## config.mk

```make
export PLATFORM = sky130hd
export DESIGN_NAME = isb_status_mid
export DESIGN_NICKNAME = d
export VERILOG_FILES = /design/src/shared/isb_pkg.sv /design/src/hw/isb_miss_detect.sv /design/src/hw/isb_status_mid.sv
export VERILOG_INCLUDE_DIRS = /design/src /design/src/shared
export SDC_FILE = /design/constraint.sdc
export NUM_CORES = 1
export LEC_CHECK = 0
export BUFFER_PORTS_ARGS = -buffer_cell sky130_fd_sc_hd__buf_4
export CAP_MARGIN = 5
export CORE_AREA = 2 2 52 90
export DETAILED_ROUTE_END_ITERATION = 8
export DIE_AREA = 0 0 54 92
export PLACE_DENSITY_LB_ADDON = 0.1
export REMOVE_ABC_BUFFERS = 1
export SLEW_MARGIN = 30
export SYNTH_ARGS = -nofsm -noshare
export SYNTH_HDL_FRONTEND = slang
export SYNTH_SLANG_ARGS = --single-unit
```

## constraint.sdc

```tcl
create_clock -name clk -period 4.5 [get_ports clk]
set_input_delay 0 -clock clk [delete_from_list [all_inputs] [get_ports clk]]
set_output_delay 0 -clock clk [all_outputs]
set_load 0.05 [all_outputs]
```

## src/shared/isb_defines.svh

```systemverilog
// How it works
// - set bit 7 on operating mode change
// - set bit 6 after miss_max missing cycles (two at reset) with the main reference invalid
// - no failure flag in free-run/holdover
// - bits 5..0 flag inputs 14..9 validity changes
// - flags latch until software writes one
// - byte is status bits 15..8, reset 0x3F
`ifndef ISB_DEFINES_SVH
`define ISB_DEFINES_SVH
`define ISB_ADR_STATUS    4'h0
`define ISB_ADR_LIVE      4'h4
`define ISB_ADR_MISS_MAX  4'h8
`define ISB_STATUS_RESET  8'h3F
`define ISB_BIT_MODE      7
`define ISB_BIT_MAINFAIL  6
`define ISB_MISS_DEFAULT  8'h02
`endif

```

## src/shared/isb_pkg.sv

```systemverilog
`default_nettype none
package isb_pkg;
  typedef enum logic [1:0] {
    ISB_MODE_FREE_RUN = 2'b00,
    ISB_MODE_LOCKED   = 2'b01,
    ISB_MODE_HOLDOVER = 2'b10,
    ISB_MODE_ACQUIRE  = 2'b11
  } isb_mode_t;
endpackage
`default_nettype wire

```

## src/hw/isb_miss_detect.sv

```systemverilog
`timescale 1ns/1ps
`default_nettype none
`include "isb_defines.svh"
// counts consecutive reference periods without an edge on the selected reference
module isb_miss_detect
  import isb_pkg::*;
(
  input  wire logic       clk,
  input  wire logic       nrst,
  input  wire logic       ref_edge,
  input  wire logic       period_tick,
  input  wire logic [7:0] miss_max,
  output logic            fail_pulse
);
  logic [7:0] miss_count;
  logic       seen;

  // an edge anywhere in a period clears the run of missing cycles
  always_ff @(posedge clk or negedge nrst) begin
    if (!nrst) begin
      miss_count <= 8'h00;
      seen       <= 1'b0;
      fail_pulse <= 1'b0;
    end else begin
      fail_pulse <= 1'b0;
      if (period_tick) begin
        seen <= 1'b0;
        if (seen || ref_edge) begin
          miss_count <= 8'h00;
        end else if (miss_count != 8'hFF) begin
          miss_count <= miss_count + 8'h01;
          fail_pulse <= (miss_count + 8'h01 == miss_max);
        end
      end else if (ref_edge) begin
        seen <= 1'b1;
      end
    end
  end
endmodule
`default_nettype wire

```

## src/hw/isb_status_mid.sv

```systemverilog
// Our own choices: the address map and the Wishbone interface to the registers.
`timescale 1ns/1ps
`default_nettype none
`include "isb_defines.svh"
// middle byte of the latched status word, as seen by software:
//   0x0 status flags, read; write ones to clear
//   0x4 live levels, read only: main reference valid, zero, inputs 14..9
//   0x8 silent periods before the main path counts as failed
// every access is answered one cycle after it is taken, whatever its address,
// so the master never waits on an unmapped hole
// the flags are preset at reset so software starts by seeing every input as
// changed; it is expected to read once and clear before trusting them
// a flag that is set again in the very cycle of its clear survives, at the
// cost of one extra interrupt, rather than losing the event
module isb_status_mid
  import isb_pkg::*;
(
  input  wire logic       clk,
  input  wire logic       nrst,
  input  wire logic [3:0] wb_adr_i,
  input  wire logic [7:0] wb_dat_i,
  input  wire logic       wb_we_i,
  input  wire logic       wb_sel_i,
  input  wire logic       wb_cyc_i,
  input  wire logic       wb_stb_i,
  output logic      [7:0] wb_dat_o,
  output logic            wb_ack_o,
  input  wire isb_mode_t  primary_timing_path_mode,
  input  wire logic       main_ref_edge,
  input  wire logic       main_ref_period_tick,
  input  wire logic       main_ref_valid,
  input  wire logic [5:0] ref_valid,
  output logic      [7:0] status_mirror
);
  // the status byte itself, bit 7 down to bit 0
  logic [7:0] interrupt_status_middle;
  logic [7:0] next_status;
  // programmable count of silent periods before the main path is called failed
  logic [7:0] miss_max;
  logic [7:0] next_miss_max;
  // previous input levels for change detection
  isb_mode_t  mode_q;
  logic [5:0] valid_q;
  // event sources
  logic       fail_pulse;
  logic       fail_allowed;
  logic       mode_changed;
  logic [5:0] valid_changed;
  logic [7:0] event_set;
  // bus decode
  logic       bus_req;
  logic       wr_req;
  logic       rd_req;
  logic       hit_status;
  logic       hit_live;
  logic       hit_miss_max;
  logic       wr_status;
  logic       wr_miss_max;
  logic [7:0] w1c_mask;
  logic       next_ack;
  logic [7:0] live_view;
  logic [7:0] next_dat;
  genvar      gi;

  // missing-cycle counter for the reference selected by the main loop
  isb_miss_detect u_miss (
    .clk         (clk),
    .nrst        (nrst),
    .ref_edge    (main_ref_edge),
    .period_tick (main_ref_period_tick),
    .miss_max    (miss_max),
    .fail_pulse  (fail_pulse)
  );

  // previous mode; reset to the idle level so nothing fires at start, while a
  // non-idle level at release does raise its flag once
  always_ff @(posedge clk or negedge nrst) begin
    if (!nrst) begin
      mode_q <= ISB_MODE_FREE_RUN;
    end else begin
      mode_q <= primary_timing_path_mode;
    end
  end

  // reference validity history, one bit per input
  always_ff @(posedge clk or negedge nrst) begin
    if (!nrst) begin
      valid_q <= 6'h00;
    end else begin
      valid_q <= ref_valid;
    end
  end

  // bit 5 is input fourteen down to bit 0 input nine; either direction counts
  generate
    for (gi = 0; gi < 6; gi++) begin : g_ref
      assign valid_changed[gi] = ref_valid[gi] ^ valid_q[gi];
    end
  endgenerate

  // any step of the operating mode, a step back to free-run included
  assign mode_changed = (primary_timing_path_mode != mode_q);

  // the loop only watches its reference while it is tracking one; in free-run
  // and holdover a silent reference is expected and must stay quiet
  always_comb begin
    unique case (primary_timing_path_mode)
      ISB_MODE_FREE_RUN: fail_allowed = 1'b0;
      ISB_MODE_LOCKED:   fail_allowed = 1'b1;
      ISB_MODE_HOLDOVER: fail_allowed = 1'b0;
      ISB_MODE_ACQUIRE:  fail_allowed = 1'b1;
    endcase
  end

  // gather the events; a still-valid reference never raises the failure flag,
  // but a flag already raised is left for software to clear
  assign event_set[`ISB_BIT_MODE]     = mode_changed;
  assign event_set[`ISB_BIT_MAINFAIL] = fail_pulse && fail_allowed &&
                                        !main_ref_valid;
  assign event_set[5:0]               = valid_changed;

  // classic single-cycle slave: a request is taken while ack is low, so the
  // edge that shows ack never takes the same request twice
  assign bus_req      = wb_cyc_i && wb_stb_i && !wb_ack_o;
  assign wr_req       = bus_req && wb_we_i && wb_sel_i;
  assign rd_req       = bus_req && !wb_we_i;
  assign hit_status   = (wb_adr_i == `ISB_ADR_STATUS);
  assign hit_live     = (wb_adr_i == `ISB_ADR_LIVE);
  assign hit_miss_max = (wb_adr_i == `ISB_ADR_MISS_MAX);
  assign wr_status    = wr_req && hit_status;
  assign wr_miss_max  = wr_req && hit_miss_max;
  assign next_ack     = bus_req;

  // write-one-to-clear: only ones in the written byte clear flags
  assign w1c_mask = wr_status ? wb_dat_i : 8'h00;

  // a set in the same cycle as its clear wins, so no event is lost
  assign next_status = (interrupt_status_middle & ~w1c_mask) | event_set;

  // sticky flags, preset so software sees every input as changed after reset
  always_ff @(posedge clk or negedge nrst) begin
    if (!nrst) begin
      interrupt_status_middle <= `ISB_STATUS_RESET;
    end else begin
      interrupt_status_middle <= next_status;
    end
  end

  // a threshold of zero would never fire, so it is held at one
  assign next_miss_max = (wb_dat_i == 8'h00) ? 8'h01 : wb_dat_i;

  // threshold register for the miss detector
  always_ff @(posedge clk or negedge nrst) begin
    if (!nrst) begin
      miss_max <= `ISB_MISS_DEFAULT;
    end else if (wr_miss_max) begin
      miss_max <= next_miss_max;
    end
  end

  // live levels for software that wants the state, not the history
  assign live_view = {main_ref_valid, 1'b0, ref_valid};

  // read mux; unmapped reads return zero but still ack
  always_comb begin
    next_dat = 8'h00;
    if (hit_status) begin
      next_dat = interrupt_status_middle;
    end else if (hit_live) begin
      next_dat = live_view;
    end else if (hit_miss_max) begin
      next_dat = miss_max;
    end
  end

  // ack is a single-cycle pulse; it drops the cycle after it is shown
  always_ff @(posedge clk or negedge nrst) begin
    if (!nrst) begin
      wb_ack_o <= 1'b0;
    end else begin
      wb_ack_o <= next_ack;
    end
  end

  // read data holds until the next read, so a slow master still sees it
  always_ff @(posedge clk or negedge nrst) begin
    if (!nrst) begin
      wb_dat_o <= 8'h00;
    end else if (rd_req) begin
      wb_dat_o <= next_dat;
    end
  end

  // registered copy for the upstream interrupt combiner
  always_ff @(posedge clk or negedge nrst) begin
    if (!nrst) begin
      status_mirror <= `ISB_STATUS_RESET;
    end else begin
      status_mirror <= interrupt_status_middle;
    end
  end
endmodule
`default_nettype wire

```

==> metrics list, run 1 <==
- The routed layout has slightly below 2k vias.
* CP endpoint kind: register
* Relative slew slack: 52.1%
* Number of nets with antenna violations after detailed routing: 0
- Pin placement for this block handled between 40 and 50 I/O pins.
* Average instance area after synthesis: between 10 and 15 sq um
- Flops & latches, synth: 51
- The die is 92 microns tall.
* Data arrival time of the critical path: ~2.3 ns
- Detailed-placement wirelength estimate: 3.94 mm
- For this run, design rule violations remaining after detail routing come to 0.
- Least-Margin Pin Slew: 0.713 ns
- Global-route wire length before repair: 9.20 mm
* IR Drop Worst-Case VDD: 0.000279 V
* Initial standard-cell utilization of the core: 55.7%
- In this run the tool buffered the top-level ports with 45 buffer cells.
* Clock edge transition at the registers on the reported setup and hold paths: roughly 0.1 ns
- Number of clock buffers inserted by TritonCTS: 5
- Largest net degree at the start of global routing: 52
* GRT overflow: 0
- Minimum clock period: between 2 and 2.5 ns
- Dividing the detail-routed wire length by the instance count gives 17.4 microns.
* Most frequent cells in the layout: buf_4 (45), dfrtp_1 (38), nand2_1 (27)
- Worst path cell trace: nand3b_1 -> nor4_4 -> nand2_1 -> o2bb2ai_1 -> dlygate4sd3_1
- Synthesized cell area: between 2000 and 2500 sq um
- In this run the core area contains 32 standard-cell rows.
- Number of buffers on the longest clock path: 2
- Via count of the first global-routing pass: slightly below 2k
- Antenna violations before repair: 0
- Status: completed
* Drt total wl: between 5 and 6 mm
* Number of unique standard cell types used by synthesis: 46
* Root cell of the clock tree: clkbuf_8
* Resize count post-CTS: 0
* Post-route setup TNS: 0 ns
- Number of pins with negative max-slew slack in the final report: 0
* Worst setup slack for register-to-register paths: 2.40 ns
* Share of async-settable or async-resettable flops after synthesis: 100%
- Fraction of final layout cells sized beyond drive strength 1: between 20 and 30%
- The largest single stage delay on the critical path is roughly 0.57 ns.
- After filler insertion, the fill cell instance count of the layout stands at 330.
- Reported max-cap violation count: 0
- After routing the design area is a little over 3000 sq um.
- The pre-antenna-repair detailed-routing pass consisted of 4 iterations.
- Power density cells: about 330 nW/um^2
* Floorplan Core Area: approximately 4300 sq um
- The die covers around 5000 sq um.
- Gpl congestion: a little over 0.8
- Measured along the x axis, the die boundary spans 54 microns.
- Cells fill between 70 and 80% of the core in the end.
* Total count of hold-check failures in the final report: 0
- Grouping stages by cell kind, the critical path spends the most delay in simple AND/OR/NAND/NOR gates.
* Warning count from the yosys run: 0
- Sink Count: 51
- Setup violations remaining at the end of the flow were counted as 0.
- The worst hold path belongs to the class in2reg.
- In this run the cell area measured after placement is roughly 2800 sq um.
* Area Overhead vs Synth: 28.1%
- Commonest non-fill, non-tap cell in the layout: buf_4
* H-tree depth: 2
- After clock tree synthesis, the setup repair step added 0 buffers.
- The repair_antennas step left the layout with diodes totalling 0.
- On the critical path, the stage with the largest delay is an instance of nor4_4.
* Period utilization: between 40% and 50%
- Total placed cells including tap cells: 300
- The detailed router finished its first iteration with 34 violations.
- Critical path startpoint category: register
* Top achievable clock speed: 0.476 GHz
- The critical path in this run is classified as reg2reg.
- Leaving out filler cells and counting taps, the final layout contains 329.
- CTS tree: built
- Summed over all cells, the static leakage comes to 1.39 nW.
- Sequential cells were found to cover a little over half of the synthesized design area.
- In the synthesized netlist the dominant register cell turns out to be dfrtp_1.
* Count of flip-flops with a built-in enable after synthesis: 0
- Average via count per standard cell: approximately 5.8
- Buf/Inv on CP: 1
- Setup repair after global routing left no endpoint under its margin.
- Of all nets on the critical path, the largest fanout is 8.
- Required arrival time at the worst endpoint: between 4 and 5 ns
* Clock latency on the worst-skew pair: just over 0.3 ns
* Final layout net count: ~310
* Cell count after synthesis: 214
- Across the routed clock network, the largest skew measured is 0.00876 ns.
- Across every metal layer, demand over resource in global routing totals 25.7%.
==> where the power goes <==
group	leakage (nW)	switching, mW	total (mW)	internal [mW]
clock	0.0612	0.153	0.333	0.180
sequential	0.628	0.0212	0.504	0.483
combinational	0.702	0.0901	0.167	0.0773
==> synthesized netlist by cell type, types with 3 or more instances <==
| library cell | number | area share, % |
|---|---|---|
| nor2_1 | 7 | 1.1 |
| xnor2_1 | 4 | 1.5 |
| inv_1 | 5 | 0.78 |
| mux2_4 | 7 | 4.4 |
| a21o_1 | 7 | 2.2 |
| nand3_1 | 5 | 1.0 |
| dfstp_2 | 13 | 14 |
| a21oi_1 | 10 | 2.1 |
| a31oi_1 | 3 | 0.78 |
| xor2_1 | 11 | 4.0 |
| a22o_1 | 7 | 2.5 |
| nand2_1 | 27 | 4.2 |
| clkbuf_1 | 8 | 1.2 |
| mux2i_1 | 8 | 3.3 |
| o21ai_0 | 14 | 2.9 |
| dfrtp_1 | 38 | 39 |
==> final cells by class <==
type | instances | area, sq um | share of cell area [%]
Clock buffer | 6 | 82.6 | 2.68
Clock inverter | 2 | 35.0 | 1.14
Inverter | 5 | 18.8 | 0.608
Multi-Input combinational cell | 148 | 1040 | 33.9
Sequential cell | 51 | 1290 | 41.9
Tap cell | 51 | 63.8 | 2.07
Timing Repair Buffer | 66 | 548 | 17.8
==> cells by family after synthesis <==
logic type               synth area share, %
adder cells (fa/ha/maj)                0.519
flip-flops                              53.7
multiplexers                            7.69
AND/OR/NAND/NOR                         13.2
buffers and inverters                   2.96
XOR/XNOR                                5.45
AO/OA/AOI/OAI                           16.5
==> what timing repair did <==
item	CTS	global route
setup endpoints to repair	0	0
endpoints found under the hold margin	66	0
hold buffers	21	0
==> through the flow <==
step	hold WS, ns	worst slack (ns)	total power [mW]
2_1_floorplan	-0.296	2.58	0.592
3_3_place_gp	0.0593	2.63	0.659
3_5_place_dp	0.0645	2.57	0.662
4_1_cts	0.0287	2.38	1.01
5_1_grt	0.0424	2.30	1.04
6_report	0.0336	2.40	1.00
==> tightest hold or removal path, delay by kind of cell <==
| kind | cells | cell delay [ns] |
|---|---|---|
| and+or+nand+nor | 1 | 0.13 |
| buffers and inverters | 1 | 0.09 |
| AOI/OAI and AO/OA | 1 | 0.08 |
==> sequential cells by signal, indices dropped and copies added, names as in the netlist <==
signal and count:
miss_max 8, interrupt_status_middle 8, valid_q 6, status_mirror 8
u_miss.fail_pulse 1, u_miss.miss_count 8, wb_ack_o 1, u_miss.seen 1
wb_dat_o 8, mode_q 2
==> final timing paths <==
kind	from	end	cells after the start
setup / recovery	wb_ack_o	interrupt_status_middle[6]	5
hold / removal	wb_adr_i[0]	wb_dat_o[6]	3
setup reg to reg	wb_ack_o	interrupt_status_middle[6]	5
hold reg to reg	interrupt_status_middle[5]	status_mirror[5]	0
max in group asynchronous	nrst	valid_q[5]	2
min in group asynchronous	nrst	u_miss.seen	2
==> routing by layer <==
layer	track usage [%]	vias up	wire (microns)
li1	-	895	-
met1	27.7	954	2150
met2	46.8	59	3200
met3	4.07	15	206
met4	10.6	0	170
met5	0	-	0
Note: power is estimated with default switching activity, not from simulation.
==> inputs of run 2 (changes only) <==
CORE_AREA = 2 2 56 98   (was 2 2 52 90)
DIE_AREA = 0 0 58 100   (was 0 0 54 92)
clock period = 1.9 ns   (was 4.5 ns; I/O delays follow)
==> metrics list, run 2 (synthesis results as in run 1) <==
- IR Drop Worst-Case VDD: 0.000688 V (+150%)
* Critical path startpoint category: register
- The final setup violation count was 0 (unchanged).
- The clock buffer count from CTS came to 5 (unchanged).
* Initial standard-cell utilization of the core: 47.4% (-8.3 points)
* Top achievable clock speed: 0.560 GHz (+18%)
- Delay contributed by the slowest stage of the critical path: 0.66 ns (+0.09 ns)
- The switching part of the total power came to 26.7% (+0.41 points).
* Global router's overall resource usage: 21.8% (-3.9 points)
* Relative slew slack: 57.3% (+5.3 points)
- Minimum clock period: 1.79 ns (-0.316 ns)
- Internal power of the cells: 1.73 mW (+130%)
- The data required time of the worst path was 2.12 ns (-2.58 ns).
- Most frequent cells in the layout: buf_4 (59), dfrtp_1 (38), nand2_1 (27)
* CP delay by family, top: simple AND/OR/NAND/NOR gates
* Antenna fix cells: 0 (unchanged)
- Total count of hold-check failures in the final report: 0 (unchanged)
- Reported max-cap violation count: 0 (unchanged)
* Clock latency on the worst-skew pair: 0.30 ns (about the same)
- The total iterations of the first detailed-routing run is 4 (unchanged).
- The iteration-0 DRC count of the detailed router is 66 (+94%).
- Die height: 100 microns (+8.7%)
- Fraction of final layout cells sized beyond drive strength 1: 32.3% (+3.9 points)
- The routed length per instance came to 16.7 microns (-3.9%).
- The combined buffer and inverter count along the critical path is 0 (-1).
* Category of the critical setup timing path: reg2reg
- The slowest stage of the critical path is the or4b_2 cell.
- The antenna violation net count after detailed routing was 0 (unchanged).
- The post-route setup TNS was 0 ns (unchanged).
- The overflow left after global routing was 0 (unchanged).
- The clock network power share came to 32.3% (-0.8 points).
- TritonCTS built the clock tree.
* Commonest non-fill, non-tap cell in the layout: buf_4
* Die outline width: 58 microns (+7.4%)
- Unrepaired setup endpoints after global routing: false
* Share of power burned in registers: 50.4% (+0.2 points)
- The placed wire-length estimate was 4.23 mm (+7.4%).
- Relative to the synthesized area, the layout overhead comes to 32.3%.
- Crit path max fanout: 7 (-1)
- The total routed wirelength came to 5.79 mm (+1.1%).
- The number of buffers between clock root and the deepest sink came to 2 (unchanged).
- The count of non-filler cells in the finished layout came to 346 (+5.2%).
- The final setup skew is 0.00992 ns (+0.00116 ns).
* Overall power after layout: 2.35 mW (+130%)
* Leakage power figure: 1.45 nW (+4.0%)
- Status: completed
* Path class of the lowest-slack min-delay path: in2reg
- The end-of-flow core utilization was 62.7% (-8.6 points).
- Proportion of power drawn by combinational gates: 17.3% (+0.6 points)
- The transition time at the pin with the least slew margin was 0.640 ns (-0.0736 ns).
- The worst path arrival time came to 2.00 ns (-0.30 ns).
* Via count of the first global-routing pass: 2088 (+6.5%)
- Number of pins with negative max-slew slack in the final report: 0 (unchanged)
- DRC viols: 0 (unchanged)
- The clock transition time at the flip-flop clock pins of the worst setup and hold paths came to 0.10 ns (about the same).
* Largest net degree at the start of global routing: 52 (unchanged)
- Final layout net count: 320 (+4.2%)
- The via count came to 1946 (+1.2%).
* Placement Rows: 35 (+9.4%)
- The core region area came to 5080 sq um (+17%).
- Antenna violations before repair: 0 (unchanged)
- Sink Count: 51 (unchanged)
* Root cell of the clock tree: clkbuf_8
- The net switching power is 629 uW (+140%).
- Global-route wire length before repair: 9.64 mm (+4.8%)
- The placer congestion estimate came to 0.823 (+1.5%).
* CP endpoint kind: register
- The final cycle utilization of the critical path was 94.0% (+47 points).
- The via count normalized by instance count was 5.62 (-3.8%).
- Power density cells: 739 nW/um^2 (+130%)
* Worst path cell trace: xor2_1 -> or4b_2 -> o2111ai_1 -> nor4bb_2
- The number of placed instances with taps included was 317 (+5.7%).
* Port Buf Inserts: 45 (unchanged)
- H-tree depth: 2 (unchanged)
* Number of ports placed on the die boundary: 46 (unchanged)
* Overall die area: 5800 sq um (+17%)
==> run 2: final cells by class <==
type	instances	area, sq um
Sequential cell	51	1290
Multi-Input combinational cell	148	1050
Tap cell	55	68.8
Clock inverter	2	37.5
Timing Repair Buffer	79	643
Fill cell	433	1890
Inverter	5	18.8
Clock buffer	6	72.6
==> run 2: stage by stage <==
step	area, sq um	hold slack, ns	setup WS, ns
after floorplan	2360	-0.296	-0.0161
after global placement	2860	0.0667	0.137
after detailed placement	2860	0.0671	0.0639
after CTS	3170	0.0110	0.0447
after global routing	3190	0.0397	0.0251
final	3190	0.0200	0.114
==> run 2: worst min-delay path, delay by kind of cell <==
kind            cells  cell delay (ns)
compound gates      1             0.07
buf+inv             1             0.08
simple gates        1             0.13
==> run 2: power by group through the flow <==
stage / Clock [mW] / Sequential (mW) / Combinational [mW]
after floorplan: 0 / 1.27 / 0.128
final: 0.760 / 1.19 / 0.408
after CTS: 0.786 / 1.19 / 0.406
after detailed placement: 0 / 1.21 / 0.372
after global placement: 0 / 1.21 / 0.366
after global routing: 0.836 / 1.20 / 0.444
==> run 2: final timing paths <==
check                      slack, ns           endpoint  depth (start not counted)                       start
setup / recovery                0.11  u_miss.fail_pulse                          4        u_miss.miss_count[4]
hold / removal                  0.02        wb_dat_o[6]                          3                 wb_adr_i[1]
setup reg to reg                0.11  u_miss.fail_pulse                          4        u_miss.miss_count[4]
hold reg to reg                 0.38   status_mirror[3]                          0  interrupt_status_middle[3]
max in group asynchronous       1.21         valid_q[2]                          2                        nrst
min in group asynchronous       0.25   status_mirror[7]                          2                        nrst
==> run 2: what timing repair did <==
action,4_1_cts,5_1_grt
resized for setup,0,2
hold endpoints to repair,67,0
buffers inserted,0,1
hold buffers,20,0
setup endpoints to repair,0,1
==> run 2: routing by layer <==
layer  global-route usage (%)  vias up  share of wire (%)
li1                         -      926                  -
met1                     23.2      951                 37
met2                     40.2       56                 57
met3                     4.12       13                3.6
met4                     9.84        0                2.8
met5                        0        -                  0
